**src/hdl/lfe_pkg.sv**
```systemverilog
// Constants, register map and types for link and flow-control error reporting
package lfe_pkg;

	// ***************************************
	// Register byte offsets
	// ***************************************
	localparam logic [7:0] ADDR_UNC_STATUS = 8'h00;
	localparam logic [7:0] ADDR_UNC_MASK   = 8'h04;
	localparam logic [7:0] ADDR_UNC_SEV    = 8'h08;
	localparam logic [7:0] ADDR_COR_STATUS = 8'h0c;
	localparam logic [7:0] ADDR_COR_MASK   = 8'h10;
	localparam logic [7:0] ADDR_DEV_CTLSTS = 8'h14;
	localparam logic [7:0] ADDR_PRI_CMDSTS = 8'h18;
	localparam logic [7:0] ADDR_IRQ_STATUS = 8'h1c;
	localparam logic [7:0] ADDR_IRQ_MASK   = 8'h20;

	// ***************************************
	// Field positions
	// ***************************************
	localparam int UNC_W      = 3;
	localparam int UNC_OVF    = 0;
	localparam int UNC_FLOW   = 1;
	localparam int UNC_LINK   = 2;
	localparam int COR_W      = 4;
	localparam int COR_BTLP   = 0;
	localparam int COR_BDLLP  = 1;
	localparam int COR_RNRO   = 2;
	localparam int COR_RTTO   = 3;
	localparam int DEV_COR_EN = 0;
	localparam int DEV_NFT_EN = 1;
	localparam int DEV_FTL_EN = 2;
	localparam int DEV_COR_DT = 16;
	localparam int DEV_NFT_DT = 17;
	localparam int DEV_FTL_DT = 18;
	localparam int PRI_SERREN = 0;
	localparam int PRI_SSERR  = 16;
	localparam int IRQ_W      = UNC_W + COR_W;

	// ***************************************
	// Reset values
	// ***************************************
	localparam logic [UNC_W-1:0] RST_UNC_SEV  = 3'h7;
	localparam logic [UNC_W-1:0] RST_UNC_MASK = 3'h0;
	localparam logic [COR_W-1:0] RST_COR_MASK = 4'h0;
	localparam logic [IRQ_W-1:0] RST_IRQ_MASK = 7'h00;

	// ***************************************
	// Link-layer widths and limits
	// ***************************************
	localparam int              SEQ_W        = 12;
	localparam int              REPLAY_NUM_W = 2;
	localparam int              FC_HDR_W     = 8;
	localparam int              FC_DATA_W    = 12;
	localparam logic [7:0]      FC_HDR_MAX   = 8'h7f;
	localparam logic [11:0]     FC_DATA_MAX  = 12'h7ff;
	localparam int              FC_TYPES     = 3;

	// Error message kinds
	typedef enum logic [1:0] {MSG_COR, MSG_NONFATAL, MSG_FATAL} lfe_msg_t;

endpackage

```
**src/hdl/lfe_fc_check.sv**
```systemverilog
// Flow-control credit advertisement checker
`timescale 1ns/1ps
module lfe_fc_check
	import lfe_pkg::*;
#(
	parameter int                HDR_W    = FC_HDR_W,
	parameter int                DATA_W   = FC_DATA_W,
	parameter logic [HDR_W-1:0]  MIN_HDR  = HDR_W'(1),
	parameter logic [DATA_W-1:0] MIN_DATA = DATA_W'(1)
) (
	input  wire logic              clk,           // Core clock
	input  wire logic              rst_n,         // Async reset, active low
	input  wire logic              init_valid,    // InitFC received
	input  wire logic              update_valid,  // UpdateFC received
	input  wire logic [1:0]        type_sel,      // Credit type index
	input  wire logic [HDR_W-1:0]  hdr_credit,    // Header credit field
	input  wire logic [DATA_W-1:0] data_credit,   // Data credit field
	input  wire logic [HDR_W-1:0]  hdr_consumed,  // Header credits consumed
	input  wire logic [DATA_W-1:0] data_consumed, // Data credits consumed
	output logic                   err_r          // Protocol error pulse
);

	logic [FC_TYPES-1:0] inf_hdr_r;
	logic [FC_TYPES-1:0] inf_data_r;
	logic [HDR_W-1:0]    hdr_out;
	logic [DATA_W-1:0]   data_out;
	logic                min_err;
	logic                lim_err;
	logic                inf_err;

	assign hdr_out  = hdr_credit - hdr_consumed;
	assign data_out = data_credit - data_consumed;
	// Zero in InitFC means infinite credit
	assign min_err  = init_valid && (((hdr_credit != '0) && (hdr_credit < MIN_HDR)) ||
		((data_credit != '0) && (data_credit < MIN_DATA)));
	assign inf_err  = update_valid && ((inf_hdr_r[type_sel] && (hdr_credit != '0)) ||
		(inf_data_r[type_sel] && (data_credit != '0)));
	assign lim_err  = update_valid && ((!inf_hdr_r[type_sel] && (hdr_out > FC_HDR_MAX)) ||
		(!inf_data_r[type_sel] && (data_out > FC_DATA_MAX)));

	always_ff @(posedge clk or negedge rst_n) begin
		if (!rst_n) begin
			inf_hdr_r  <= '0;
			inf_data_r <= '0;
		end else if (init_valid) begin
			inf_hdr_r[type_sel]  <= (hdr_credit == '0);
			inf_data_r[type_sel] <= (data_credit == '0);
		end
	end

	always_ff @(posedge clk or negedge rst_n) begin
		if (!rst_n) begin
			err_r <= 1'b0;
		end else begin
			err_r <= min_err || inf_err || lim_err;
		end
	end

	a_fc_minimum: assert property (@(posedge clk) disable iff (!rst_n)
		init_valid && (hdr_credit != '0) && (hdr_credit < MIN_HDR) |=> err_r)
		else $error("Low initial header credit not flagged");
	a_fc_limit: assert property (@(posedge clk) disable iff (!rst_n)
		update_valid && !inf_data_r[type_sel] && (data_out > FC_DATA_MAX) |=> err_r)
		else $error("Data credits above limit not flagged");
	a_fc_infinite: assert property (@(posedge clk) disable iff (!rst_n)
		update_valid && inf_hdr_r[type_sel] && (hdr_credit != '0) |=> err_r)
		else $error("Non-zero update after infinite credit not flagged");

endmodule // lfe_fc_check

```
**src/hdl/lfe_top.sv**
```systemverilog
// Link and flow-control error detection and reporting with AHB-Lite registers
`timescale 1ns/1ps
module lfe_top
	import lfe_pkg::*;
#(
	parameter logic [FC_HDR_W-1:0]  MIN_HDR  = FC_HDR_W'(1),
	parameter logic [FC_DATA_W-1:0] MIN_DATA = FC_DATA_W'(1)
) (
	input  wire logic                 CLK,            // Core clock, 40 MHz
	input  wire logic                 RST_N,          // Async reset, active low
	input  wire logic                 HSEL,           // AHB slave select
	input  wire logic [31:0]          HADDR,          // AHB address
	input  wire logic [1:0]           HTRANS,         // AHB transfer type
	input  wire logic                 HWRITE,         // AHB write
	input  wire logic [2:0]           HSIZE,          // AHB size
	input  wire logic [31:0]          HWDATA,         // AHB write data
	input  wire logic                 HREADY,         // AHB bus ready
	output logic      [31:0]          HRDATA,         // AHB read data
	output logic                      HREADYOUT,      // AHB slave ready
	output logic                      HRESP,          // AHB response, always OKAY
	input  wire logic                 RX_HDR_OVF,     // Header buffer overflow pulse
	input  wire logic                 RX_DATA_OVF,    // Data buffer overflow pulse
	input  wire logic                 FC_INIT_VALID,  // InitFC received pulse
	input  wire logic                 FC_UPD_VALID,   // UpdateFC received pulse
	input  wire logic [1:0]           FC_TYPE,        // Credit type index 0..2
	input  wire logic [FC_HDR_W-1:0]  FC_HDR_CREDIT,  // Header credit value
	input  wire logic [FC_DATA_W-1:0] FC_DATA_CREDIT, // Data credit value
	input  wire logic [FC_HDR_W-1:0]  FC_HDR_USED,    // Header credits consumed
	input  wire logic [FC_DATA_W-1:0] FC_DATA_USED,   // Data credits consumed
	input  wire logic                 ACKNAK_VALID,   // Ack or Nak received pulse
	input  wire logic [SEQ_W-1:0]     ACKNAK_SEQ,     // Received sequence number
	input  wire logic [SEQ_W-1:0]     ACKD_SEQ,       // Last acknowledged sequence
	input  wire logic [SEQ_W-1:0]     NEXT_TX_SEQ,    // Next transmit sequence
	input  wire logic                 TLP_END_VALID,  // Packet end seen pulse
	input  wire logic                 TLP_END_EDB,    // Ended with EDB, else END
	input  wire logic                 TLP_LCRC_OK,    // LCRC matches
	input  wire logic                 TLP_LCRC_INV,   // LCRC is the inverted value
	input  wire logic                 TLP_LINK_BAD,   // Otherwise invalid at link layer
	input  wire logic                 DLLP_VALID,     // Link packet received pulse
	input  wire logic                 DLLP_CRC_OK,    // Link packet CRC matches
	input  wire logic                 REPLAY_START,   // Replay initiated pulse
	input  wire logic                 ACK_PROGRESS,   // Forward progress ack pulse
	input  wire logic                 REPLAY_TMR_EXP, // Replay timer expired pulse
	output logic                      MSG_VALID,      // Error message request pulse
	output logic      [1:0]           MSG_KIND,       // Message kind
	output logic                      IRQ             // Interrupt, active high level
);

	// ***************************************
	// Bus slave
	// ***************************************
	logic                    wr_pend_r;
	logic                    rd_pend_r;
	logic [7:0]              addr_r;
	logic                    wr_en;
	logic [31:0]             rd_mux;

	logic [UNC_W-1:0]        unc_status_r;
	logic [UNC_W-1:0]        unc_mask_r;
	logic [UNC_W-1:0]        unc_sev_r;
	logic [COR_W-1:0]        cor_status_r;
	logic [COR_W-1:0]        cor_mask_r;
	logic [2:0]              dev_en_r;
	logic [2:0]              dev_det_r;
	logic                    syserr_en_r;
	logic                    sserr_r;
	logic [IRQ_W-1:0]        irq_status_r;
	logic [IRQ_W-1:0]        irq_mask_r;
	logic [REPLAY_NUM_W-1:0] replay_num_r;

	function automatic logic hit(input logic [7:0] a, input logic [7:0] off);
		hit = (a == off);
	endfunction

	assign wr_en = wr_pend_r;
	always_ff @(posedge CLK or negedge RST_N) begin
		if (!RST_N) begin
			wr_pend_r <= 1'b0;
			rd_pend_r <= 1'b0;
			addr_r    <= 8'h00;
			HREADYOUT <= 1'b1;
		end else begin
			wr_pend_r <= 1'b0;
			rd_pend_r <= 1'b0;
			HREADYOUT <= 1'b1;
			if (HSEL && HREADY && HTRANS[1] && (HSIZE == 3'h2)) begin
				addr_r    <= {HADDR[7:2], 2'b00};
				wr_pend_r <= HWRITE;
				rd_pend_r <= !HWRITE;
				// One wait state on reads gives time for the registered HRDATA
				HREADYOUT <= HWRITE;
			end
		end
	end

	always_comb begin
		rd_mux = 32'h0000_0000;
		if (hit(addr_r, ADDR_UNC_STATUS)) begin
			rd_mux[UNC_W-1:0] = unc_status_r;
		end else if (hit(addr_r, ADDR_UNC_MASK)) begin
			rd_mux[UNC_W-1:0] = unc_mask_r;
		end else if (hit(addr_r, ADDR_UNC_SEV)) begin
			rd_mux[UNC_W-1:0] = unc_sev_r;
		end else if (hit(addr_r, ADDR_COR_STATUS)) begin
			rd_mux[COR_W-1:0] = cor_status_r;
		end else if (hit(addr_r, ADDR_COR_MASK)) begin
			rd_mux[COR_W-1:0] = cor_mask_r;
		end else if (hit(addr_r, ADDR_DEV_CTLSTS)) begin
			rd_mux[DEV_FTL_EN:DEV_COR_EN] = dev_en_r;
			rd_mux[DEV_FTL_DT:DEV_COR_DT] = dev_det_r;
		end else if (hit(addr_r, ADDR_PRI_CMDSTS)) begin
			rd_mux[PRI_SERREN] = syserr_en_r;
			rd_mux[PRI_SSERR]  = sserr_r;
		end else if (hit(addr_r, ADDR_IRQ_STATUS)) begin
			rd_mux[IRQ_W-1:0] = irq_status_r;
		end else if (hit(addr_r, ADDR_IRQ_MASK)) begin
			rd_mux[IRQ_W-1:0] = irq_mask_r;
		end
	end

	always_ff @(posedge CLK or negedge RST_N) begin
		if (!RST_N) begin
			HRDATA <= 32'h0000_0000;
			HRESP  <= 1'b0;
		end else begin
			HRESP <= 1'b0;
			if (rd_pend_r) begin
				HRDATA <= rd_mux;
			end
		end
	end

	// ***************************************
	// Error event detection
	// ***************************************
	logic             fc_err;
	logic             seq_err;
	logic             bad_tlp;
	logic             bad_dllp;
	logic             rollover;
	logic [SEQ_W-1:0] seq_dist;
	logic [SEQ_W-1:0] seq_window;
	logic [UNC_W-1:0] unc_ev;
	logic [COR_W-1:0] cor_ev;

	lfe_fc_check #(
		.HDR_W    (FC_HDR_W),
		.DATA_W   (FC_DATA_W),
		.MIN_HDR  (MIN_HDR),
		.MIN_DATA (MIN_DATA)
	) u_fc_check (
		.clk           (CLK),
		.rst_n         (RST_N),
		.init_valid    (FC_INIT_VALID),
		.update_valid  (FC_UPD_VALID),
		.type_sel      (FC_TYPE),
		.hdr_credit    (FC_HDR_CREDIT),
		.data_credit   (FC_DATA_CREDIT),
		.hdr_consumed  (FC_HDR_USED),
		.data_consumed (FC_DATA_USED),
		.err_r         (fc_err)
	);

	// Outstanding window is ACKD_SEQ+1 .. NEXT_TX_SEQ-1; ACKD_SEQ itself is a duplicate
	assign seq_dist   = NEXT_TX_SEQ - 12'h001 - ACKNAK_SEQ;
	assign seq_window = NEXT_TX_SEQ - 12'h001 - ACKD_SEQ;
	assign seq_err    = ACKNAK_VALID && (seq_dist > seq_window);
	assign bad_tlp    = TLP_END_VALID && (TLP_END_EDB ? !TLP_LCRC_INV :
		(!TLP_LCRC_OK || TLP_LINK_BAD));
	assign bad_dllp   = DLLP_VALID && !DLLP_CRC_OK;
	assign rollover   = REPLAY_START && !ACK_PROGRESS && (replay_num_r == '1);

	always_comb begin
		unc_ev           = '0;
		unc_ev[UNC_OVF]  = RX_HDR_OVF || RX_DATA_OVF;
		unc_ev[UNC_FLOW] = fc_err;
		unc_ev[UNC_LINK] = seq_err;
		cor_ev           = '0;
		cor_ev[COR_BTLP] = bad_tlp;
		cor_ev[COR_BDLLP]= bad_dllp;
		cor_ev[COR_RNRO] = rollover;
		cor_ev[COR_RTTO] = REPLAY_TMR_EXP;
	end

	always_ff @(posedge CLK or negedge RST_N) begin
		if (!RST_N) begin
			replay_num_r <= '0;
		end else if (ACK_PROGRESS) begin
			replay_num_r <= '0;
		end else if (REPLAY_START) begin
			replay_num_r <= replay_num_r + 1'b1;
		end
	end

	// ***************************************
	// Status and control registers
	// ***************************************
	function automatic logic [31:0] w1c(input logic [7:0] a, input logic [7:0] off,
		input logic en, input logic [31:0] d);
		w1c = (en && (a == off)) ? d : 32'h0000_0000;
	endfunction

	logic [31:0] unc_clr;
	logic [31:0] cor_clr;
	logic [31:0] dev_clr;
	logic [31:0] pri_clr;
	logic [31:0] irq_clr;
	logic [2:0]  det_set;
	logic        send_unc;
	logic        send_fatal;
	logic        send_cor;

	assign unc_clr = w1c(addr_r, ADDR_UNC_STATUS, wr_en, HWDATA);
	assign cor_clr = w1c(addr_r, ADDR_COR_STATUS, wr_en, HWDATA);
	assign dev_clr = w1c(addr_r, ADDR_DEV_CTLSTS, wr_en, HWDATA);
	assign pri_clr = w1c(addr_r, ADDR_PRI_CMDSTS, wr_en, HWDATA);
	assign irq_clr = w1c(addr_r, ADDR_IRQ_STATUS, wr_en, HWDATA);

	assign det_set[0] = |cor_ev;
	assign det_set[1] = |(unc_ev & ~unc_sev_r);
	assign det_set[2] = |(unc_ev & unc_sev_r);
	// Set wins over a same-cycle clear
	always_ff @(posedge CLK or negedge RST_N) begin
		if (!RST_N) begin
			unc_status_r <= '0;
			cor_status_r <= '0;
			dev_det_r    <= '0;
			irq_status_r <= '0;
		end else begin
			unc_status_r <= (unc_status_r & ~unc_clr[UNC_W-1:0]) | unc_ev;
			cor_status_r <= (cor_status_r & ~cor_clr[COR_W-1:0]) | cor_ev;
			dev_det_r    <= (dev_det_r & ~dev_clr[DEV_FTL_DT:DEV_COR_DT]) | det_set;
			irq_status_r <= (irq_status_r & ~irq_clr[IRQ_W-1:0]) | {cor_ev, unc_ev};
		end
	end

	always_ff @(posedge CLK or negedge RST_N) begin
		if (!RST_N) begin
			unc_mask_r <= RST_UNC_MASK;
			unc_sev_r  <= RST_UNC_SEV;
			cor_mask_r <= RST_COR_MASK;
			dev_en_r   <= '0;
			syserr_en_r <= 1'b0;
			irq_mask_r <= RST_IRQ_MASK;
		end else if (wr_en) begin
			if (hit(addr_r, ADDR_UNC_MASK)) begin
				unc_mask_r <= HWDATA[UNC_W-1:0];
			end else if (hit(addr_r, ADDR_UNC_SEV)) begin
				unc_sev_r <= HWDATA[UNC_W-1:0];
			end else if (hit(addr_r, ADDR_COR_MASK)) begin
				cor_mask_r <= HWDATA[COR_W-1:0];
			end else if (hit(addr_r, ADDR_DEV_CTLSTS)) begin
				dev_en_r <= HWDATA[DEV_FTL_EN:DEV_COR_EN];
			end else if (hit(addr_r, ADDR_PRI_CMDSTS)) begin
				syserr_en_r <= HWDATA[PRI_SERREN];
			end else if (hit(addr_r, ADDR_IRQ_MASK)) begin
				irq_mask_r <= HWDATA[IRQ_W-1:0];
			end
		end
	end

	// ***************************************
	// Error messages and system error
	// ***************************************
	assign send_fatal = |(unc_ev & ~unc_mask_r & unc_sev_r) && dev_en_r[2];
	assign send_unc   = send_fatal ||
		(|(unc_ev & ~unc_mask_r & ~unc_sev_r) && dev_en_r[1]);
	assign send_cor   = |(cor_ev & ~cor_mask_r) && dev_en_r[0];

	// Most severe message wins when several errors coincide
	always_ff @(posedge CLK or negedge RST_N) begin
		if (!RST_N) begin
			MSG_VALID <= 1'b0;
			MSG_KIND  <= 2'h0;
		end else begin
			MSG_VALID <= send_unc || send_cor;
			if (send_fatal) begin
				MSG_KIND <= MSG_FATAL;
			end else if (send_unc) begin
				MSG_KIND <= MSG_NONFATAL;
			end else if (send_cor) begin
				MSG_KIND <= MSG_COR;
			end
		end
	end

	always_ff @(posedge CLK or negedge RST_N) begin
		if (!RST_N) begin
			sserr_r <= 1'b0;
		end else begin
			sserr_r <= (sserr_r & ~pri_clr[PRI_SSERR]) | (send_unc && syserr_en_r);
		end
	end

	always_ff @(posedge CLK or negedge RST_N) begin
		if (!RST_N) begin
			IRQ <= 1'b0;
		end else begin
			IRQ <= |((((irq_status_r & ~irq_clr[IRQ_W-1:0]) | {cor_ev, unc_ev})) & irq_mask_r);
		end
	end

	// ***************************************
	// Assertions
	// ***************************************
	a_overflow_flag: assert property (@(posedge CLK) disable iff (!RST_N)
		RX_HDR_OVF || RX_DATA_OVF |=> unc_status_r[UNC_OVF])
		else $error("Overflow did not set flag");
	a_severity_detect: assert property (@(posedge CLK) disable iff (!RST_N)
		(unc_ev[UNC_LINK] && !unc_sev_r[UNC_LINK]) |=> dev_det_r[1])
		else $error("Nonfatal detected not set");
	a_fatal_message: assert property (@(posedge CLK) disable iff (!RST_N)
		(unc_ev[UNC_OVF] && unc_sev_r[UNC_OVF] && !unc_mask_r[UNC_OVF] && dev_en_r[2])
		|=> MSG_VALID && (MSG_KIND == MSG_FATAL))
		else $error("Fatal message missing");
	a_serr_cause: assert property (@(posedge CLK) disable iff (!RST_N)
		$rose(sserr_r) |-> $past(syserr_en_r) && $past(send_unc))
		else $error("System error set without cause");
	a_masked_quiet: assert property (@(posedge CLK) disable iff (!RST_N)
		(cor_ev != '0) && ((cor_ev & ~cor_mask_r) == '0) && (unc_ev == '0) |=> !MSG_VALID)
		else $error("Masked error sent a message");
	a_seq_flag: assert property (@(posedge CLK) disable iff (!RST_N)
		seq_err |=> unc_status_r[UNC_LINK] ##1 unc_status_r[UNC_LINK] || $past(unc_clr[UNC_LINK]))
		else $error("Bad sequence number not flagged");
	a_edb_bad: assert property (@(posedge CLK) disable iff (!RST_N)
		TLP_END_VALID && TLP_END_EDB && !TLP_LCRC_INV |=> cor_status_r[COR_BTLP])
		else $error("EDB packet not flagged");
	a_end_bad: assert property (@(posedge CLK) disable iff (!RST_N)
		TLP_END_VALID && !TLP_END_EDB && (!TLP_LCRC_OK || TLP_LINK_BAD)
		|=> cor_status_r[COR_BTLP])
		else $error("END packet not flagged");
	a_cor_detect: assert property (@(posedge CLK) disable iff (!RST_N)
		bad_dllp |=> cor_status_r[COR_BDLLP] && dev_det_r[0])
		else $error("Bad link packet not reported");
	a_rollover_flag: assert property (@(posedge CLK) disable iff (!RST_N)
		REPLAY_START && !ACK_PROGRESS && (replay_num_r == '1)
		|=> cor_status_r[COR_RNRO] && (replay_num_r == '0))
		else $error("Replay rollover not flagged");
	a_timeout_flag: assert property (@(posedge CLK) disable iff (!RST_N)
		REPLAY_TMR_EXP |=> cor_status_r[COR_RTTO])
		else $error("Replay timeout not flagged");
	a_sticky_hold: assert property (@(posedge CLK) disable iff (!RST_N)
		cor_status_r[COR_RTTO] && !cor_clr[COR_RTTO] |=> cor_status_r[COR_RTTO])
		else $error("Status flag dropped without clear");
	c_fatal_msg: cover property (@(posedge CLK) disable iff (!RST_N)
		MSG_VALID && (MSG_KIND == MSG_FATAL));
	c_cor_msg: cover property (@(posedge CLK) disable iff (!RST_N)
		MSG_VALID && (MSG_KIND == MSG_COR));
	c_serr: cover property (@(posedge CLK) disable iff (!RST_N) $rose(sserr_r));
	c_irq: cover property (@(posedge CLK) disable iff (!RST_N) $rose(IRQ));
endmodule // lfe_top

```
**config.mk**
```make
export PLATFORM = sky130hd
export DESIGN_NAME = lfe_top
export DESIGN_NICKNAME = d
export VERILOG_FILES = /design/src/hdl/lfe_pkg.sv /design/src/hdl/lfe_fc_check.sv /design/src/hdl/lfe_top.sv
export SDC_FILE = /design/constraint.sdc
export NUM_CORES = 1
export LEC_CHECK = 0
export BUFFER_PORTS_ARGS = -buffer_cell sky130_fd_sc_hd__clkbuf_2
export CELL_PAD_IN_SITES_DETAIL_PLACEMENT = 1
export CELL_PAD_IN_SITES_GLOBAL_PLACEMENT = 2
export CORE_MARGIN = 4
export CORE_UTILIZATION = 29
export CTS_CLUSTER_DIAMETER = 150
export DETAILED_ROUTE_END_ITERATION = 10
export PLACE_DENSITY_LB_ADDON = 0.1
export SLEW_MARGIN = 10
export SYNTH_ARGS = -nofsm -noshare
export SYNTH_HDL_FRONTEND = slang
export SYNTH_SLANG_ARGS = --single-unit
export TNS_END_PERCENT = 100
```
**constraint.sdc**
```tcl
create_clock -name CLK -period 3 [get_ports CLK]
set_input_delay 0.75 -clock CLK [delete_from_list [all_inputs] [get_ports CLK]]
set_output_delay 0.75 -clock CLK [all_outputs]
set_load 0.1 [all_outputs]
```
==> flow_metrics.py <==
metrics = {
    "power": {
        "p_leak_uw": 0.003622,
        "finalPower_uw": 3820,
        "peakVddDrop_uv": 223.3,
        "power.density_nw_per_um2": 513.4,
    },
    "timing": {
        "finalWorstSetupSlack_ps": -1629,
        "fmax_ghz": 0.2160,
        "slew_viol_final": 0,
        "clock_skew_ps": 6.641,
        "min_period_ps": 4629,
        "setup_tns_ps": -14150,
        "rsz0062_at_grt": "true",
        "hold_viol": 0,
        "setup_viol": 9,
        "fin_crit_sh_pct": 154.3,
        "tightest_slew_ps": 673.3,
        "slew_headroom_pct": 55.11,
    },
    "global_routing": {
        "first_global_vias": 5710,
        "antenna_found_initial": 0,
        "grt_usage_pct": 16.50,
        "grt_max_degree": 72,
        "grt_pass1_wl_um": 28840,
        "grt_overflow": 0,
    },
    "cts": {
        "root_buffer": "clkbuf_16",
        "cts_tree": "done",
        "clkLatencyLatePin_ps": 340,
        "clock_sinks": 71,
        "cts_hold_buf": 0,
        "clkTransAtPathRegs_ps": 60,
        "cts.htree.levels": 3,
        "numCtsBuffers": 9,
        "ctsLongestPathBuffers": 2,
    },
    "setup_path": {
        "critical_path_class": "in2reg",
        "crit_chain": "buf_6 -> or4_4 -> buf_6 -> or4_4 -> xnor2_4 -> ha_4 -> and3_4 -> a2111o_1 -> o31a_1 -> xnor2_1 -> ha_1 -> nand4_1 -> a211o_1 -> a31oi_4 -> a32oi_2 -> nand2_1 -> a22o_1",
        "startpoint_type": "input port",
        "worstPathArrival_ps": 4900,
        "worst-path-max-fanout": 4,
        "critical-path-max-stage-delay_ps": 540,
        "crit_slowest_cell": "or4_4",
        "critPathCaptureType": "flip-flop",
        "required_ps": 3270,
    },
    "floorplan": {
        "dieArea_um2": 21160,
        "num_io_pins": 205,
        "die-width_um": 145.5,
        "core_area_um2": 18640,
        "die_y_um": 145.5,
        "rows": 50,
        "initial_core_util_pct": 29.40,
    },
    "logic_synthesis": {
        "synth_top_area_share_pct": 30.59,
        "synth_top_cell_by_area": "dfrtp_1",
        "ys_types": 66,
        "synth_edf_count": 0,
        "post-synth-top-count-cell": "dfrtp_1",
        "yosys_register_bits": 71,
        "synth_async_sr_flop_share_pct": 100.0,
        "netlist_area_um2": 5480,
        "synth_area_leaders": "dfrtp_1, ha_1, mux2_2",
        "ys_seq_area_share_pct": 32.51,
        "yosysWarnings": 0,
        "ys.flop_type": "dfrtp_1",
        "synth_cells": 602,
        "avgSynthCellArea_um2": 9.103,
        "yosys-top-cells-count": "dfrtp_1, nand2_1, inv_1",
    },
    "cells_and_area": {
        "final_cell_area_um2": 7441,
        "fillers": 2230,
        "utilization_pct": 39.91,
        "fin_nets": 1032,
        "area_growth_pct": 35.78,
        "n_antenna_cell": 0,
        "drive_above_1_share_pct": 35.75,
    },
    "drt": {
        "num_vias": 5087,
        "firstDrtPassIters": 4,
        "dr.first_iter.drc_count": 137,
        "drt_wl_total_um": 17170,
        "wl_per_cell_um": 16.38,
        "vias_per_cell": 4.854,
        "drcViolationCount": 0,
        "ant_nets": 0,
    },
    "status": {
        "status": "finished, violations left",
        "violations": "negative setup slack",
    },
    "place": {
        "routabilityCongestion": 0.7870,
        "postPlaceCellArea_um2": 6908,
        "dp_slack_ps": -2062,
        "port_buffers": 132,
        "hpwl_um": 14040,
    },
    "min_path": {
        "hold_class": "in2async",
    },
    "flow_run": {
        "maxCapViolCount": 0,
    },
}
-- critical path: cells and delay by family --
kind	cells	cell delay (ps)
AOI/OAI and AO/OA	6	1580
xor gates and xnor gates	2	350
adders and majority gates	2	550
buffers and inverters	2	230
and+or+nand+nor	5	1430
-- area by class of cell --
cell class              count  area, um^2  share of cell area [%]
repair buffers            210        1284                   17.25
well taps                 234       292.8                   3.935
flip-flops and latches     71        1782                   23.94
inverters                  57       214.0                   2.875
clock buffers              11       252.7                   3.397
clock inverters             5       80.08                   1.076
multi-input cells         460        3536                   47.52
-- registers in the layout, indices dropped and copies added (netlist names), 2 cells and up --
name / cells
u_fc_check.inf_data_r: 3
u_fc_check.inf_hdr_r: 3
dev_det_r: 3
addr_r: 6
MSG_KIND: 2
unc_mask_r: 3
unc_sev_r: 3
replay_num_r: 2
unc_status_r: 3
irq_mask_r: 7
HRDATA: 10
cor_mask_r: 4
irq_status_r: 7
cor_status_r: 4
dev_en_r: 3
-- through the flow --
step | std cells | hold slack [ps]
2_1_floorplan | 624 | 443.2
3_3_place_gp | 1027 | 454.8
3_5_place_dp | 1027 | 474.2
4_1_cts | 1046 | 451.7
5_1_grt | 1048 | 453.6
6_report | 1048 | 435.1
-- placed cells by master (no fill, tap or decap), types with 10 or more instances in the layout --
cell / n
clkbuf_2: 130
buf_4: 72
dfrtp_1: 67
nand2_1: 62
inv_1: 57
ha_1: 50
nor2_1: 32
mux2_2: 31
a21oi_1: 23
conb_1: 23
o21ai_0: 22
xnor2_1: 17
xor2_1: 15
nor2b_1: 15
a21o_1: 13
nand3_1: 12
nor3_1: 11
nand2b_1: 10
-- path summary, 6_finish.rpt --
check	start	to	slack [ps]	depth (start not counted)
min in group CLK	dev_det_r[0]	dev_det_r[0]	480	2
setup reg to reg	addr_r[5]	IRQ	350	7
setup / recovery	NEXT_TX_SEQ[5]	sserr_r	-1630	17
hold reg to reg	dev_det_r[0]	dev_det_r[0]	480	2
max in group asynchronous	RST_N	u_fc_check.inf_hdr_r[2]	2240	2
hold / removal	RST_N	addr_r[5]	440	2
-- where the power goes --
group / leakage [uW] / total, uW / internal (uW) / switching [uW]
Sequential: 0.000812 / 1100 / 1030 / 63.9
Combinational: 0.00265 / 1530 / 581 / 952
Clock: 0.000158 / 1190 / 772 / 419
Total: 0.00362 / 3820 / 2380 / 1430
-- cell families after synthesis --
family,synth area share (%)
flip-flops,32.51
AND/OR/NAND/NOR,17.65
adder cells (fa/ha/maj),13.06
XOR/XNOR,5.434
AO/OA/AOI/OAI,14.79
other,0.06843
multiplexers,8.425
buffers and inverters,8.059
-- layer usage --
layer  wire length, um  share of wire (%)  GRT usage [%]  vias up
li1                  -                  -              -     2495
met1              7823                 46          21.55     2468
met2              8367                 49          28.21      112
met3               805                4.7          3.301       12
met4               173                1.0          3.846        0
met5                 0                  0              0        -
-- repair_timing --
item / in CTS / in global routing
gates resized for setup: 12 / 13
buffers inserted: 3 / 2
pin swaps: 11 / 13
setup endpoints to repair: 9 / 9
No activity file was read; power rests on OpenSTA's default activity.
